`src/viu_pkg.sv`:
```
// Constants, register map and state encoding of the vectored interrupt unit.
// Assumes a single 100 MHz clock domain and an AXI4-Lite register master.
package viu_pkg;

  // ----------------------------------------------------------------------
  // Sizes
  // ----------------------------------------------------------------------
  localparam int NUM_REQ = 6;
  localparam int AXI_AW  = 12;
  localparam int IDX_W   = 3;
  localparam int VEC_W   = 16;

  // ----------------------------------------------------------------------
  // Register map: printed offsets are indices, byte address is four times
  // ----------------------------------------------------------------------
  localparam logic [7:0]        IDX_PRIO     = 8'hF9;
  localparam logic [7:0]        IDX_REQ      = 8'hFA;
  localparam logic [7:0]        IDX_MASK     = 8'hFB;
  localparam logic [AXI_AW-1:0] ADDR_PRIO    = {2'b00, IDX_PRIO, 2'b00};
  localparam logic [AXI_AW-1:0] ADDR_REQ     = {2'b00, IDX_REQ, 2'b00};
  localparam logic [AXI_AW-1:0] ADDR_MASK    = {2'b00, IDX_MASK, 2'b00};
  localparam logic [AXI_AW-1:0] ADDR_EVT_STS = 12'h000;
  localparam logic [AXI_AW-1:0] ADDR_EVT_MSK = 12'h004;

  // ----------------------------------------------------------------------
  // Fields and reset values
  // ----------------------------------------------------------------------
  localparam int         MASK_GLOBAL_BIT  = 7;
  localparam int         MASK_RAMPROT_BIT = 6;
  localparam logic [7:0] PRIO_RST         = 8'h00;
  localparam logic [5:0] REQ_RST          = 6'h00;
  localparam logic [7:0] MASK_RST         = 8'h00;
  localparam int         EV_W             = 2;
  localparam int         EV_GRANT         = 0;
  localparam int         EV_POLL          = 1;
  localparam logic [1:0] EV_RST           = 2'h0;

  // Source to request mapping
  localparam int PIN0_REQ = 3;
  localparam int PIN1_REQ = 2;
  localparam int PIN2_REQ = 0;
  localparam int PIN3_REQ = 1;
  localparam int TMRA_REQ = 4;
  localparam int TMRB_REQ = 5;

  // RAM protect window: upper half below the control registers
  localparam logic [7:0] RAM_UPPER_LO = 8'h80;
  localparam logic [7:0] CTRL_REG_LO  = 8'hF0;

  // ----------------------------------------------------------------------
  // Timing
  // ----------------------------------------------------------------------
  localparam int         CLOCK_PERIOD_PS  = 10000;
  localparam int         REQ_SETUP_TENTHS = 25;   // 2.5 clock periods
  localparam int         REQ_SETUP_PS     = REQ_SETUP_TENTHS * CLOCK_PERIOD_PS / 10;
  localparam int         SETUP_CYC_I      = (REQ_SETUP_PS + CLOCK_PERIOD_PS - 1) / CLOCK_PERIOD_PS;
  localparam logic [1:0] SETUP_CYC        = SETUP_CYC_I[1:0];

  // ----------------------------------------------------------------------
  // Bus responses and grant sequence states
  // ----------------------------------------------------------------------
  localparam logic [1:0] RESP_OKAY   = 2'h0;
  localparam logic [1:0] RESP_SLVERR = 2'h2;

  typedef enum logic [2:0] {
    VIU_IDLE = 3'b000,
    VIU_DIS  = 3'b001,
    VIU_SAV  = 3'b010,
    VIU_FHI  = 3'b011,
    VIU_FLO  = 3'b100,
    VIU_LOAD = 3'b101,
    VIU_DONE = 3'b110
  } viu_state_t;

endpackage

```
`src/viu_prio.sv`:
```
// Programmable priority encoder for the six requests.
// Assumes eligible requests come from flops on the same clock.
`timescale 1ns/10ps
module viu_prio (
  // Clock and reset, used by the checks only
  input  wire logic                      aclk,
  input  wire logic                      aresetn,
  // Requests and ordering
  input  wire logic [viu_pkg::NUM_REQ-1:0] pend,
  input  wire logic [viu_pkg::IDX_W-1:0]   first,
  // Winner
  output logic                           win_valid,
  output logic [viu_pkg::IDX_W-1:0]      win_idx
);
  import viu_pkg::*;

  // ----------------------------------------------------------------------
  // Rotating search from the software-chosen first request
  // ----------------------------------------------------------------------
  // Out-of-range start values fall back to request 0 so no request starves
  always_comb begin
    logic [IDX_W-1:0] base;
    logic [IDX_W-1:0] cand;
    base      = (first < IDX_W'(NUM_REQ)) ? first : '0;
    cand      = '0;
    win_valid = 1'b0;
    win_idx   = '0;
    for (int k = NUM_REQ - 1; k >= 0; k--) begin
      cand = IDX_W'((32'(base) + k) % NUM_REQ);
      if (pend[cand]) begin
        win_valid = 1'b1;
        win_idx   = cand;
      end
    end
  end

  AST_PRIO_PICK: assert property (@(posedge aclk) disable iff (!aresetn)
    (pend != '0) |-> (win_valid && pend[win_idx]))
    else $error("Encoder missed or picked a request that is not pending");

endmodule

```
`src/viu_top.sv`:
```
// Vectored interrupt unit: request latching, masking, priority, vector fetch.
// Assumes the core pulses instr_last in the last cycle of each instruction and
// program memory returns data one cycle after a read strobe.
//
// The AXI4-Lite slave port is this design's own decision.
`timescale 1ns/10ps
module viu_top (
  // Clock and reset
  input  wire logic                       aclk,
  input  wire logic                       aresetn,
  // AXI4-Lite slave
  input  wire logic [viu_pkg::AXI_AW-1:0] s_axi_awaddr,
  input  wire logic                       s_axi_awvalid,
  output logic                            s_axi_awready,
  input  wire logic [31:0]                s_axi_wdata,
  input  wire logic [3:0]                 s_axi_wstrb,
  input  wire logic                       s_axi_wvalid,
  output logic                            s_axi_wready,
  output logic [1:0]                      s_axi_bresp,
  output logic                            s_axi_bvalid,
  input  wire logic                       s_axi_bready,
  input  wire logic [viu_pkg::AXI_AW-1:0] s_axi_araddr,
  input  wire logic                       s_axi_arvalid,
  output logic                            s_axi_arready,
  output logic [31:0]                     s_axi_rdata,
  output logic [1:0]                      s_axi_rresp,
  output logic                            s_axi_rvalid,
  input  wire logic                       s_axi_rready,
  // Request sources
  input  wire logic                       ext_request_pin_0,
  input  wire logic                       ext_request_pin_1,
  input  wire logic                       ext_request_pin_2,
  input  wire logic                       ext_request_pin_3,
  input  wire logic                       counter_timer_a,
  input  wire logic                       counter_timer_b,
  // Core handshake
  input  wire logic                       instr_last,
  output logic                            irq_to_core,
  output logic                            save_ctx,
  output logic                            vec_valid,
  output logic [viu_pkg::VEC_W-1:0]       vec_addr,
  output logic [viu_pkg::IDX_W-1:0]       grant_idx,
  // Program memory read port
  output logic                            pmem_rd,
  output logic [viu_pkg::VEC_W-1:0]       pmem_addr,
  input  wire logic [7:0]                 pmem_data,
  // RAM protect
  input  wire logic                       ram_protect_cycle,
  input  wire logic [7:0]                 reg_access_addr,
  output logic                            reg_access_denied,
  // Interrupt to the system
  output logic                            irq
);
  import viu_pkg::*;

  // ----------------------------------------------------------------------
  // Declarations
  // ----------------------------------------------------------------------
  logic [3:0]         pin_s1_r;
  logic [3:0]         pin_s2_r;
  logic [3:0]         pin_old_r;
  logic [NUM_REQ-1:0] hw_set;
  logic [NUM_REQ-1:0] req_r;
  logic [NUM_REQ-1:0] eligible;
  logic [7:0]         prio_r;
  logic [7:0]         mask_r;
  logic [EV_W-1:0]    evt_sts_r;
  logic [EV_W-1:0]    evt_msk_r;
  logic               ram_block_r;
  logic               win_valid;
  logic [IDX_W-1:0]   win_idx;
  logic               start;
  viu_state_t         state_r;
  logic [IDX_W-1:0]   idx_r;
  logic [7:0]         hi_r;
  logic [AXI_AW-1:0]  awaddr_r;
  logic [31:0]        wdata_r;
  logic [3:0]         wstrb_r;
  logic               aw_have_r;
  logic               w_have_r;
  logic               wr_go;
  logic               wr_hit;
  logic               wr_lane0;
  logic [7:0]         wr_byte;

  // ----------------------------------------------------------------------
  // Pin synchronisers and event detection
  // ----------------------------------------------------------------------
  // Two flops before anything looks at the pins; a rising edge is one event
  always_ff @(posedge aclk) begin
    if (!aresetn) begin
      pin_s1_r  <= 4'h0;
      pin_s2_r  <= 4'h0;
      pin_old_r <= 4'h0;
    end else begin
      pin_s1_r  <= {ext_request_pin_3, ext_request_pin_2, ext_request_pin_1, ext_request_pin_0};
      pin_s2_r  <= pin_s1_r;
      pin_old_r <= pin_s2_r;
    end
  end

  // Source to request routing
  always_comb begin
    hw_set           = '0;
    hw_set[PIN0_REQ] = pin_s2_r[0] & ~pin_old_r[0];
    hw_set[PIN1_REQ] = pin_s2_r[1] & ~pin_old_r[1];
    hw_set[PIN2_REQ] = pin_s2_r[2] & ~pin_old_r[2];
    hw_set[PIN3_REQ] = pin_s2_r[3] & ~pin_old_r[3];
    hw_set[TMRA_REQ] = counter_timer_a;
    hw_set[TMRB_REQ] = counter_timer_b;
  end

  // ----------------------------------------------------------------------
  // AXI4-Lite write path
  // ----------------------------------------------------------------------
  assign s_axi_awready = !aw_have_r && !s_axi_bvalid;
  assign s_axi_wready  = !w_have_r && !s_axi_bvalid;
  assign wr_go         = aw_have_r && w_have_r && !s_axi_bvalid;
  assign wr_lane0      = wr_go && wstrb_r[0];
  assign wr_byte       = wdata_r[7:0];
  assign wr_hit        = (awaddr_r == ADDR_PRIO) || (awaddr_r == ADDR_REQ) ||
                         (awaddr_r == ADDR_MASK) || (awaddr_r == ADDR_EVT_STS) ||
                         (awaddr_r == ADDR_EVT_MSK);

  // Address and data are held separately so either may arrive first
  always_ff @(posedge aclk) begin
    if (!aresetn) begin
      aw_have_r <= 1'b0;
      w_have_r  <= 1'b0;
      awaddr_r  <= '0;
      wdata_r   <= 32'h0;
      wstrb_r   <= 4'h0;
    end else if (wr_go) begin
      aw_have_r <= 1'b0;
      w_have_r  <= 1'b0;
    end else begin
      if (s_axi_awvalid && s_axi_awready) begin
        aw_have_r <= 1'b1;
        awaddr_r  <= {s_axi_awaddr[AXI_AW-1:2], 2'b00};
      end
      if (s_axi_wvalid && s_axi_wready) begin
        w_have_r <= 1'b1;
        wdata_r  <= s_axi_wdata;
        wstrb_r  <= s_axi_wstrb;
      end
    end
  end

  // Write response; unmapped addresses answer SLVERR
  always_ff @(posedge aclk) begin
    if (!aresetn) begin
      s_axi_bvalid <= 1'b0;
      s_axi_bresp  <= RESP_OKAY;
    end else if (wr_go) begin
      s_axi_bvalid <= 1'b1;
      s_axi_bresp  <= wr_hit ? RESP_OKAY : RESP_SLVERR;
    end else if (s_axi_bready) begin
      s_axi_bvalid <= 1'b0;
    end
  end

  // ----------------------------------------------------------------------
  // AXI4-Lite read path
  // ----------------------------------------------------------------------
  assign s_axi_arready = !s_axi_rvalid;

  // Reading has no side effects, so polling the request register is safe
  always_ff @(posedge aclk) begin
    if (!aresetn) begin
      s_axi_rvalid <= 1'b0;
      s_axi_rdata  <= 32'h0;
      s_axi_rresp  <= RESP_OKAY;
    end else if (s_axi_arvalid && s_axi_arready) begin
      s_axi_rvalid <= 1'b1;
      s_axi_rresp  <= RESP_OKAY;
      case ({s_axi_araddr[AXI_AW-1:2], 2'b00})
        ADDR_PRIO:    s_axi_rdata <= {24'h0, prio_r};
        ADDR_REQ:     s_axi_rdata <= {26'h0, req_r};
        ADDR_MASK:    s_axi_rdata <= {24'h0, mask_r};
        ADDR_EVT_STS: s_axi_rdata <= {30'h0, evt_sts_r};
        ADDR_EVT_MSK: s_axi_rdata <= {30'h0, evt_msk_r};
        default: begin
          s_axi_rdata <= 32'h0;
          s_axi_rresp <= RESP_SLVERR;
        end
      endcase
    end else if (s_axi_rready) begin
      s_axi_rvalid <= 1'b0;
    end
  end

  // ----------------------------------------------------------------------
  // Priority and mask registers
  // ----------------------------------------------------------------------
  always_ff @(posedge aclk) begin
    if (!aresetn) begin
      prio_r <= PRIO_RST;
    end else if (wr_lane0 && awaddr_r == ADDR_PRIO) begin
      prio_r <= wr_byte;
    end
  end

  // The grant sequence clears the global enable; it overrides a write
  // so that no second request slips in before context is saved
  always_ff @(posedge aclk) begin
    if (!aresetn) begin
      mask_r <= MASK_RST;
    end else if (state_r == VIU_DIS) begin
      mask_r[MASK_GLOBAL_BIT] <= 1'b0;
    end else if (wr_lane0 && awaddr_r == ADDR_MASK) begin
      mask_r <= wr_byte;
    end
  end

  // ----------------------------------------------------------------------
  // Request register
  // ----------------------------------------------------------------------
  // Hardware sets win over software clears and over the grant clear
  always_ff @(posedge aclk) begin
    if (!aresetn) begin
      req_r <= REQ_RST;
    end else begin
      logic [NUM_REQ-1:0] base;
      base = req_r;
      if (wr_lane0 && awaddr_r == ADDR_REQ) begin
        base = wr_byte[NUM_REQ-1:0];
      end
      if (start) begin
        base[win_idx] = 1'b0;
      end
      req_r <= base | hw_set;
    end
  end

  // ----------------------------------------------------------------------
  // Setup age per request
  // ----------------------------------------------------------------------
  // A request only counts once it has stood for the setup time
  generate
    for (genvar i = 0; i < NUM_REQ; i++) begin : g_age
      logic [1:0] age_r;
      always_ff @(posedge aclk) begin
        if (!aresetn || !req_r[i]) begin
          age_r <= 2'h0;
        end else if (age_r != SETUP_CYC) begin
          age_r <= age_r + 2'h1;
        end
      end
      // Each request is enabled on its own and by the global bit
      assign eligible[i] = req_r[i] && (age_r == SETUP_CYC) && mask_r[i] &&
                           mask_r[MASK_GLOBAL_BIT];
    end
  endgenerate

  viu_prio u_prio (
    .aclk      (aclk),
    .aresetn   (aresetn),
    .pend      (eligible),
    .first     (prio_r[IDX_W-1:0]),
    .win_valid (win_valid),
    .win_idx   (win_idx)
  );

  // Requests are only sampled at the end of an instruction
  assign start       = (state_r == VIU_IDLE) && instr_last && win_valid;
  assign irq_to_core = (state_r == VIU_IDLE) && win_valid;

  // ----------------------------------------------------------------------
  // Grant sequence: block, save, fetch two vector bytes, jump
  // ----------------------------------------------------------------------
  always_ff @(posedge aclk) begin
    if (!aresetn) begin
      state_r <= VIU_IDLE;
    end else begin
      case (state_r)
        VIU_IDLE: if (start) state_r <= VIU_DIS;
        VIU_DIS:  state_r <= VIU_SAV;
        VIU_SAV:  state_r <= VIU_FHI;
        VIU_FHI:  state_r <= VIU_FLO;
        VIU_FLO:  state_r <= VIU_LOAD;
        VIU_LOAD: state_r <= VIU_DONE;
        VIU_DONE: state_r <= VIU_IDLE;
        default:  state_r <= VIU_IDLE;
      endcase
    end
  end

  // Vector entry n sits at bytes 2n and 2n+1, high byte first
  always_ff @(posedge aclk) begin
    if (!aresetn) begin
      idx_r     <= '0;
      hi_r      <= 8'h0;
      pmem_addr <= 16'h0000;
      vec_addr  <= 16'h0000;
    end else begin
      if (start) idx_r <= win_idx;
      if (state_r == VIU_SAV) pmem_addr <= {12'h000, idx_r, 1'b0};
      if (state_r == VIU_FHI) pmem_addr <= {12'h000, idx_r, 1'b1};
      if (state_r == VIU_FLO) hi_r <= pmem_data;
      if (state_r == VIU_LOAD) vec_addr <= {hi_r, pmem_data};
    end
  end

  assign save_ctx  = (state_r == VIU_SAV);
  assign pmem_rd   = (state_r == VIU_FHI) || (state_r == VIU_FLO);
  assign vec_valid = (state_r == VIU_DONE);
  assign grant_idx = idx_r;

  // ----------------------------------------------------------------------
  // RAM protect
  // ----------------------------------------------------------------------
  // Protect only takes hold if armed first; once set it lasts until reset
  always_ff @(posedge aclk) begin
    if (!aresetn) begin
      ram_block_r       <= 1'b0;
      reg_access_denied <= 1'b0;
    end else begin
      if (ram_protect_cycle && mask_r[MASK_RAMPROT_BIT]) ram_block_r <= 1'b1;
      reg_access_denied <= ram_block_r && (reg_access_addr >= RAM_UPPER_LO) &&
                           (reg_access_addr < CTRL_REG_LO);
    end
  end

  // ----------------------------------------------------------------------
  // Event status, mask and system interrupt
  // ----------------------------------------------------------------------
  // Write one to clear; a new event in the same cycle stays set
  always_ff @(posedge aclk) begin
    if (!aresetn) begin
      evt_sts_r <= EV_RST;
      evt_msk_r <= EV_RST;
    end else begin
      logic [EV_W-1:0] ev;
      logic [EV_W-1:0] clr;
      ev           = '0;
      ev[EV_GRANT] = start;
      ev[EV_POLL]  = |(hw_set & ~mask_r[NUM_REQ-1:0]);
      clr          = (wr_lane0 && awaddr_r == ADDR_EVT_STS) ? wr_byte[EV_W-1:0] : '0;
      evt_sts_r    <= (evt_sts_r & ~clr) | ev;
      if (wr_lane0 && awaddr_r == ADDR_EVT_MSK) evt_msk_r <= wr_byte[EV_W-1:0];
    end
  end

  assign irq = |(evt_sts_r & evt_msk_r);

  // ----------------------------------------------------------------------
  // Checks
  // ----------------------------------------------------------------------
  AST_GLOBAL_OFF: assert property (@(posedge aclk) disable iff (!aresetn)
    (state_r == VIU_DIS) |=> !mask_r[MASK_GLOBAL_BIT] && save_ctx)
    else $error("Global enable not cleared before context save");

  AST_SEQ_ORDER: assert property (@(posedge aclk) disable iff (!aresetn)
    save_ctx |-> ##1 pmem_rd ##1 pmem_rd ##2 vec_valid)
    else $error("Grant sequence out of order");

  AST_VEC_ADDR: assert property (@(posedge aclk) disable iff (!aresetn)
    vec_valid |-> vec_addr == {$past(pmem_data, 2), $past(pmem_data, 1)})
    else $error("Vector not assembled from the two fetched bytes");

  AST_VEC_LOC: assert property (@(posedge aclk) disable iff (!aresetn)
    (pmem_rd && !$past(pmem_rd)) |-> pmem_addr == {12'h000, grant_idx, 1'b0})
    else $error("Vector fetch from wrong location");

  AST_GRANT_CLR: assert property (@(posedge aclk) disable iff (!aresetn)
    (start && !hw_set[win_idx]) |=> !req_r[idx_r])
    else $error("Granted request left pending");

  AST_ENABLED: assert property (@(posedge aclk) disable iff (!aresetn)
    start |-> mask_r[MASK_GLOBAL_BIT] && mask_r[win_idx])
    else $error("Disabled request was granted");

  AST_SETUP: assert property (@(posedge aclk) disable iff (!aresetn)
    start |-> instr_last &&
      (($past(req_r, 2) & $past(req_r, 1) & (6'h01 << win_idx)) != 6'h00))
    else $error("Request granted without setup time or outside instruction end");

  AST_RECORD: assert property (@(posedge aclk) disable iff (!aresetn)
    (hw_set != '0) |=> (req_r & $past(hw_set)) == $past(hw_set))
    else $error("Hardware request not recorded");

  AST_TIMER_MAP: assert property (@(posedge aclk) disable iff (!aresetn)
    counter_timer_b |=> req_r[TMRB_REQ])
    else $error("Timer b did not raise its request");

  AST_RAM_ARM: assert property (@(posedge aclk) disable iff (!aresetn)
    $rose(ram_block_r) |-> $past(mask_r[MASK_RAMPROT_BIT]) && $past(ram_protect_cycle))
    else $error("RAM protect took hold without being armed");

endmodule

```
`config.mk`:
```
export PLATFORM = sky130hd
export DESIGN_NAME = viu_top
export DESIGN_NICKNAME = d
export VERILOG_FILES = /design/src/viu_pkg.sv /design/src/viu_prio.sv /design/src/viu_top.sv
export SDC_FILE = /design/constraint.sdc
export NUM_CORES = 1
export LEC_CHECK = 0
export ABC_AREA = 1
export CAP_MARGIN = 15
export CORE_UTILIZATION = 50
export DETAILED_ROUTE_END_ITERATION = 7
export DONT_BUFFER_PORTS = 1
export GPL_TIMING_DRIVEN = 0
export PLACE_DENSITY = 0.67
export SYNTH_ARGS = -nofsm -noshare
export SYNTH_HDL_FRONTEND = slang
export SYNTH_HIERARCHICAL = 1
export SYNTH_SLANG_ARGS = --single-unit
```
`constraint.sdc`:
```
create_clock -name aclk -period 2.8 [get_ports aclk]
set_input_delay 0.56 -clock aclk [delete_from_list [all_inputs] [get_ports aclk]]
set_output_delay 0.56 -clock aclk [all_outputs]
set_load 0.1 [all_outputs]
```
==> results.json, run 1 <==
{
  "reg2reg_slack_ns": -0.44,
  "yosys_warnings": 6,
  "grt-ovfl-total": 0,
  "max-vdd-ir-drop_v": 0.0005780,
  "io_pins": 173,
  "dpl_cell_area_um2": 6521,
  "syn_inst": 893,
  "final_cell_mix": "143 x nand2_1, 115 x inv_1, 112 x dfxtp_1, 99 x nor2_1, 71 x o21ai_0",
  "fp.dieW_um": 112.8,
  "dr.pass1.iters": 5,
  "grt_use_total_pct": 26.37,
  "hold_depth": 1,
  "slew_viol_final": 0,
  "cp-end-kind": "output port",
  "final.setup.tns_ns": -2.782,
  "cp_max_fo": 7,
  "period_share_pct": 122.8,
  "power_switching_mw": 1.378,
  "grt_max_degree": 17,
  "whs_endpoint": "reg_access_denied",
  "hold_viol": 0,
  "r2r-start": "prio_r[1]",
  "clk_pin_slew_ns": 0.05,
  "ant_nets": 0,
  "start_kind": "flop",
  "numClockSinks": 119,
  "combPwrFrac_pct": 12.7,
  "rsz0062_at_grt": "true",
  "numCtsBuffers": 17,
  "finalClockSkew_ns": 0.007839,
  "p_per_area_nw_per_um2": 596.8,
  "layout_commonest_cell": "nand2_1",
  "antenna_found_initial": 1,
  "area_growth_pct": 28.31,
  "cts-root-buf": "clkbuf_16",
  "setup_slack_ns": -0.6395,
  "max_freq_ghz": 0.2907,
  "cts.hold.buffers_added": 0,
  "power.internal_mw": 3.323,
  "r2r-end": "req_r[3]",
  "r2r_cells": 28,
  "p_total_mw": 4.701,
  "worst_pin_slew_ns": 1.164,
  "drt_iter0_drc": 394,
  "power.share.sequential_pct": 40.1,
  "fin_crit_ns": 3.440,
  "path_class": "reg2out",
  "setup_viol_count_final": 10,
  "swShare_pct": 29.31,
  "p_leak_nw": 3.584,
  "diodes": 0,
  "core_area_um2": 12010,
  "crit_required_ns": 2.24,
  "synth_top_area_share_pct": 38.80,
  "outcome": "finished, violations left",
  "seq_area_um2": 2396,
  "synth_cell_types": 38,
  "row_count": 40,
  "worstPathArrival_ns": 2.88,
  "wirelength_um": 16360,
  "stdcell_area_um2": 7878,
  "vias": 5919,
  "nFillCells": 1086,
  "numPortBuffers": 0,
  "syn_area_um2": 6140,
  "hold_start": "reg_access_addr[4]",
  "slew_headroom_pct": 22.32,
  "ys_seq_area_share_pct": 38.80,
  "vias_per_cell": 5.147,
  "clkPwrFrac_pct": 47.1,
  "start_util_pct": 51.11,
  "die_h_um": 112.8,
  "ys_ff_latch": 119,
  "grt_pass1_wl_um": 26330,
  "die_area_um2": 12730,
  "clock_latency_ns": 0.41,
  "holdWs_ns": 0.2414,
  "hpwl_um": 11770,
  "multiInputGateArea_um2": 3376,
  "fin_nets": 1092,
  "hold_path.class": "in2reg",
  "violations": "setup timing",
  "synth_area_per_cell_um2": 6.875,
  "post_drt_wl_per_cell_um": 14.22,
  "cts_tree": "built",
  "drive_above_1_share_pct": 22.53,
  "yosys-top-cells-area": "dfxtp_1 39%, nand2_1 9.5%, inv_1 7.9%",
  "place_congestion": 0.9083,
  "cts_buffer_depth": 2,
  "maxCapViolCount": 0,
  "synth_largest_area_cell": "dfxtp_1",
  "htreeDepth": 4,
  "drc": 0,
  "grt_pass1_vias": 5476,
  "place_ws_ns": -0.4974
}
==> cell type report <==
cell class / instances / share of cell area, %
Clock inverter: 12 / 1.922
Inverter: 135 / 6.719
Buffer: 62 / 4.971
Tap cell: 147 / 2.335
Multi-Input combinational cell: 614 / 42.85
Timing Repair Buffer: 41 / 4.987
Sequential cell: 119 / 30.42
Clock buffer: 20 / 5.797
==> synthesized netlist by cell type, drive strengths merged <==
cell      n
o22ai     1
buf      46
clkinv    2
nor2    115
xor2      6
nand3    69
nand3b    3
clkbuf   17
a22o      1
nor4      6
a21oi    70
a31oi     2
nor3      7
o21ai    81
nand2   165
o211ai    3
inv     133
or2       2
nand4    31
dfxtp   119
ha       11
conb      1
o21a      2
==> power by group through the flow <==
stage	logic (mW)	registers (mW)	clock network (mW)
3_3_place_gp	0.568	1.92	0
2_1_floorplan	0.511	1.91	0
6_report	0.599	1.89	2.22
5_1_grt	0.644	1.89	2.32
4_1_cts	0.592	1.89	2.23
3_5_place_dp	0.586	1.92	0
==> sequential cells by signal, indices dropped and copies added (netlist names), 2 cells and up <==
signal       flops
evt_msk_r        2
hi_r             8
s_axi_rdata      8
prio_r           8
pin_old_r        4
evt_sts_r        2
mask_r           8
wdata_r          8
awaddr_r        10
g_age.age_r     12
grant_idx        3
state_r          3
pin_s2_r         4
vec_addr        16
pmem_addr        4
req_r            6
pin_s1_r         4
==> metrics by stage <==
stage          utilization, %  std cells
3_3_place_gp            53.96       1077
2_1_floorplan               -        930
3_5_place_dp            54.29       1079
5_1_grt                 65.58       1150
4_1_cts                 64.14       1145
6_report                65.58       1150
==> worst max path at each step <==
stage | slack, ns | cells after the start | end | startpoint
final | -0.64 | 12 | irq_to_core | prio_r[1]
after global routing | -0.73 | 11 | irq_to_core | prio_r[2]
after CTS | -0.57 | 12 | irq_to_core | prio_r[1]
after detailed placement | -0.50 | 13 | irq_to_core | prio_r[1]
after global placement | -0.48 | 13 | irq_to_core | prio_r[1]
after floorplan | 0.009 | 14 | irq_to_core | prio_r[1]
==> cells by family (layout without fill, tap and decap cells) <==
logic type | Yosys count | after routing | synth area share, %
AND/OR/NAND/NOR | 398 | 399 | 29.51
buffers and inverters | 198 | 270 | 14.71
AO/OA/AOI/OAI | 160 | 160 | 13.82
flip-flops | 119 | 119 | 38.80
adder cells (fa/ha/maj) | 11 | 11 | 2.242
XOR/XNOR | 6 | 6 | 0.8559
other | 1 | 38 | 0.06108
==> layer usage <==
metal / GRT usage (%) / share of wire [%]
met5: 0 / 0.067
met4: 12.44 / 3.1
met3: 8.141 / 7.9
met2: 44.03 / 47
met1: 30.92 / 42
==> timing repair <==
action | 4_1_cts | 5_1_grt
endpoints found under the setup margin | 24 | 12
endpoints found under the hold margin | 0 | 0
gates cloned | 2 | 0
pin swaps | 22 | 18
gates resized for setup | 73 | 43
buffers inserted | 34 | 6
==> critical path: stages, from the launching register on <==
cell and delay [ns]:
dfxtp_4 0.37, ha_4 0.18, inv_6 0.08, nand2_8 0.09, buf_8 0.15, o21ai_4 0.18
nand4_1 0.16, nand4_1 0.16, nand2_2 0.09, nor3_2 0.15, nand4_1 0.22, nand3_2 0.20
clkinvlp_4 0.43
No activity file was read; power rests on OpenSTA's default activity.
==> inputs of run 2 (changes only) <==
SYNTH_HIERARCHICAL = default   (was 1)
==> run 2 against run 1 <==
  * The flow finishes with violations (DRC, setup timing)
  * Die area is 2.1% lower
  * Final area is 8.4% lower
  * Via count is 8.1% lower
  * Total power is 1.8% lower
  * Largest cell class unchanged
  * Largest power group unchanged
  * Highest routed layer is now met4
==> results.json, run 2 <==
{
  "outcome": "finished, violations left",
  "violations": "DRC, setup timing",
  "synth_adder_area_share_pct": 2.291,
  "dr.pass1.iters": 7,
  "drt_iter0_drc": 340,
  "grt_max_degree": 17,
  "r2r_cells": 22,
  "power.share.sequential_pct": 40.7,
  "power_switching_mw": 1.306,
  "setup_slack_ns": -0.3319,
  "yosys_warnings": 0,
  "row_count": 39,
  "drc": 11,
  "largest_reg_flops": 16,
  "synth_area_per_cell_um2": 7.264,
  "combPwrFrac_pct": 12.4,
  "cts_buffer_depth": 2,
  "hold_viol": 0,
  "synth_edf_count": 0,
  "drive_above_1_share_pct": 19.16,
  "start_util_pct": 51.94,
  "p_leak_nw": 3.165,
  "setup_viol_count_final": 1,
  "synth_ff_type": "dfxtp_1",
  "clk_pin_slew_ns": 0.05,
  "finalClockSkew_ns": 0.006649,
  "io_pins": 173,
  "synth_largest_area_cell": "dfxtp_1",
  "fp.dieW_um": 111.6,
  "cts-root-buf": "clkbuf_16",
  "path_class": "reg2out",
  "grt_pass1_wl_um": 24740,
  "synth_cell_types": 38,
  "numClockSinks": 119,
  "fin_crit_ns": 3.132,
  "synth_top_area_share_pct": 39.66,
  "p_per_area_nw_per_um2": 640.0,
  "worstSetupEndpoint": "irq_to_core",
  "cp-end-kind": "output port",
  "largest_register": "vec_addr",
  "ys_seq_area_share_pct": 39.66,
  "cts_tree": "built",
  "rsz0062_at_grt": "true",
  "die_area_um2": 12460,
  "crit_required_ns": 2.24,
  "place_ws_ns": -0.2840,
  "layout_commonest_cell": "nand2_1",
  "ys_ff_latch": 119,
  "wirelength_um": 15260,
  "hpwl_um": 11450,
  "holdWs_ns": 0.2454,
  "antenna_found_initial": 0,
  "htreeDepth": 4,
  "synth_compound_area_share_pct": 16.98,
  "die_h_um": 111.6,
  "crit_path_start": "prio_r[2]",
  "r2r-end": "req_r[5]",
  "cts.hold.buffers_added": 0,
  "yosysMostFrequentCell": "nand2_1",
  "fin_nets": 998,
  "area_growth_pct": 20.14,
  "numCtsBuffers": 17,
  "hold_path.class": "in2reg",
  "ant_nets": 0,
  "syn_inst": 827,
  "worstPathArrival_ns": 2.57,
  "max_freq_ghz": 0.3193,
  "post_drt_wl_per_cell_um": 14.52,
  "vias_per_cell": 5.177,
  "cp_max_fo": 5,
  "slew_headroom_pct": 22.00,
  "grt_use_total_pct": 25.04,
  "final.setup.tns_ns": -0.3319,
  "synth_top_family_by_area": "simple AND/OR/NAND/NOR gates",
  "final_cell_mix": "121 x nand2_1, 115 x dfxtp_1, 110 x inv_1, 77 x o21ai_0, 71 x nor2_1",
  "synth_mux_area_share_pct": 0.9998,
  "async_reset_ff_share_pct": 0,
  "yosys-top-cells-area": "dfxtp_1 40%, nand2_1 8.1%, inv_1 7.1%",
  "max-vdd-ir-drop_v": 0.0006973,
  "period_share_pct": 111.9,
  "diodes": 0,
  "power.internal_mw": 3.313,
  "synth_common_cells": "130 x nand2_1, 119 x dfxtp_1, 114 x inv_1, 77 x o21ai_0, 76 x nor2_1",
  "swShare_pct": 28.27,
  "place_congestion": 0.8781,
  "synth_simple_gate_area_share_pct": 24.72,
  "grt_pass1_vias": 5250,
  "synth_xor_area_share_pct": 0.8748,
  "numPortBuffers": 0,
  "clkPwrFrac_pct": 46.9,
  "vias": 5441,
  "final_cells": 1051,
  "worst_pin_slew_ns": 1.173,
  "dp_cells": 1009,
  "core_area_um2": 11560,
  "start_kind": "flop",
  "reg2reg_slack_ns": 0.17,
  "p_total_mw": 4.619,
  "slew_viol_final": 0,
  "syn_area_um2": 6007,
  "maxCapViolCount": 0,
  "top_regs": "vec_addr: 16 flops, g_age.age_r: 12 flops, awaddr_r: 10 flops",
  "grt-ovfl-total": 0,
  "r2r-start": "prio_r[2]",
  "clock_latency_ns": 0.41
}
run 2: cell families after synthesis:
family,Yosys count
buf+inv,189
xor+xnor,6
compound gates,184
flops,119
fa+ha+maj,11
other cells,1
simple gates,311
mux,6
run 2: final cells by class:
| cell class | instances | area (µm²) |
|---|---|---|
| clock buffers | 23 | 467.9 |
| multi-input cells | 556 | 3060 |
| well taps | 143 | 178.9 |
| plain buffers | 61 | 382.9 |
| flip-flops and latches | 119 | 2392 |
| repair buffers | 13 | 113.9 |
| clock inverters | 8 | 122.6 |
| inverters | 128 | 498.0 |
| fillers | 1019 | 4348 |
run 2: timing repair:
action | in CTS | in global routing
gates cloned | 0 | 0
setup endpoints to repair | 20 | 4
setup buffers | 7 | 4
gates resized for setup | 31 | 10
pin swaps | 11 | 4
run 2: critical path, stage by stage (launching register included):
cell	delay (ns)
dfxtp_4	0.40
clkinvlp_4	0.18
ha_4	0.23
nand2_4	0.08
inv_2	0.04
nand2_2	0.06
nand3_2	0.09
nand2_2	0.07
nand2_2	0.07
a21oi_2	0.16
nor2_2	0.07
nor2_4	0.11
nand4_4	0.10
nand2_2	0.09
clkinvlp_4	0.41
run 2: power groups by stage:
stage | combinational, mW | sequential [mW] | clock, mW
4_1_cts | 0.568 | 1.88 | 2.19
5_1_grt | 0.611 | 1.89 | 2.26
6_report | 0.571 | 1.88 | 2.17
3_3_place_gp | 0.537 | 1.91 | 0
2_1_floorplan | 0.489 | 1.90 | 0
3_5_place_dp | 0.562 | 1.91 | 0
run 2: worst min-delay path by stage:
stage | from | end | depth (start not counted)
after floorplan | pin_s1_r[0] | pin_s2_r[0] | 2
after global placement | pin_s1_r[2] | pin_s2_r[2] | 2
after detailed placement | pin_s1_r[1] | pin_s2_r[1] | 2
after CTS | reg_access_addr[5] | reg_access_denied | 1
after global routing | reg_access_addr[5] | reg_access_denied | 1
final | reg_access_addr[5] | reg_access_denied | 1
run 2: routing by layer:
layer	part of all wire, %	up-vias	global-route usage, %
met5	0	-	0
li1	-	2747	-
met4	2.7	0	9.910
met3	6.2	31	6.696
met2	49	185	44.17
met1	42	2478	28.77
run 2: per-stage QoR:
step                      utilization (%)  cell area [µm²]
after global routing                62.40             7217
final                               62.40             7217
after global placement              54.81             6339
after detailed placement            55.21             6385
after CTS                           61.83             7151
after floorplan                         -             6160
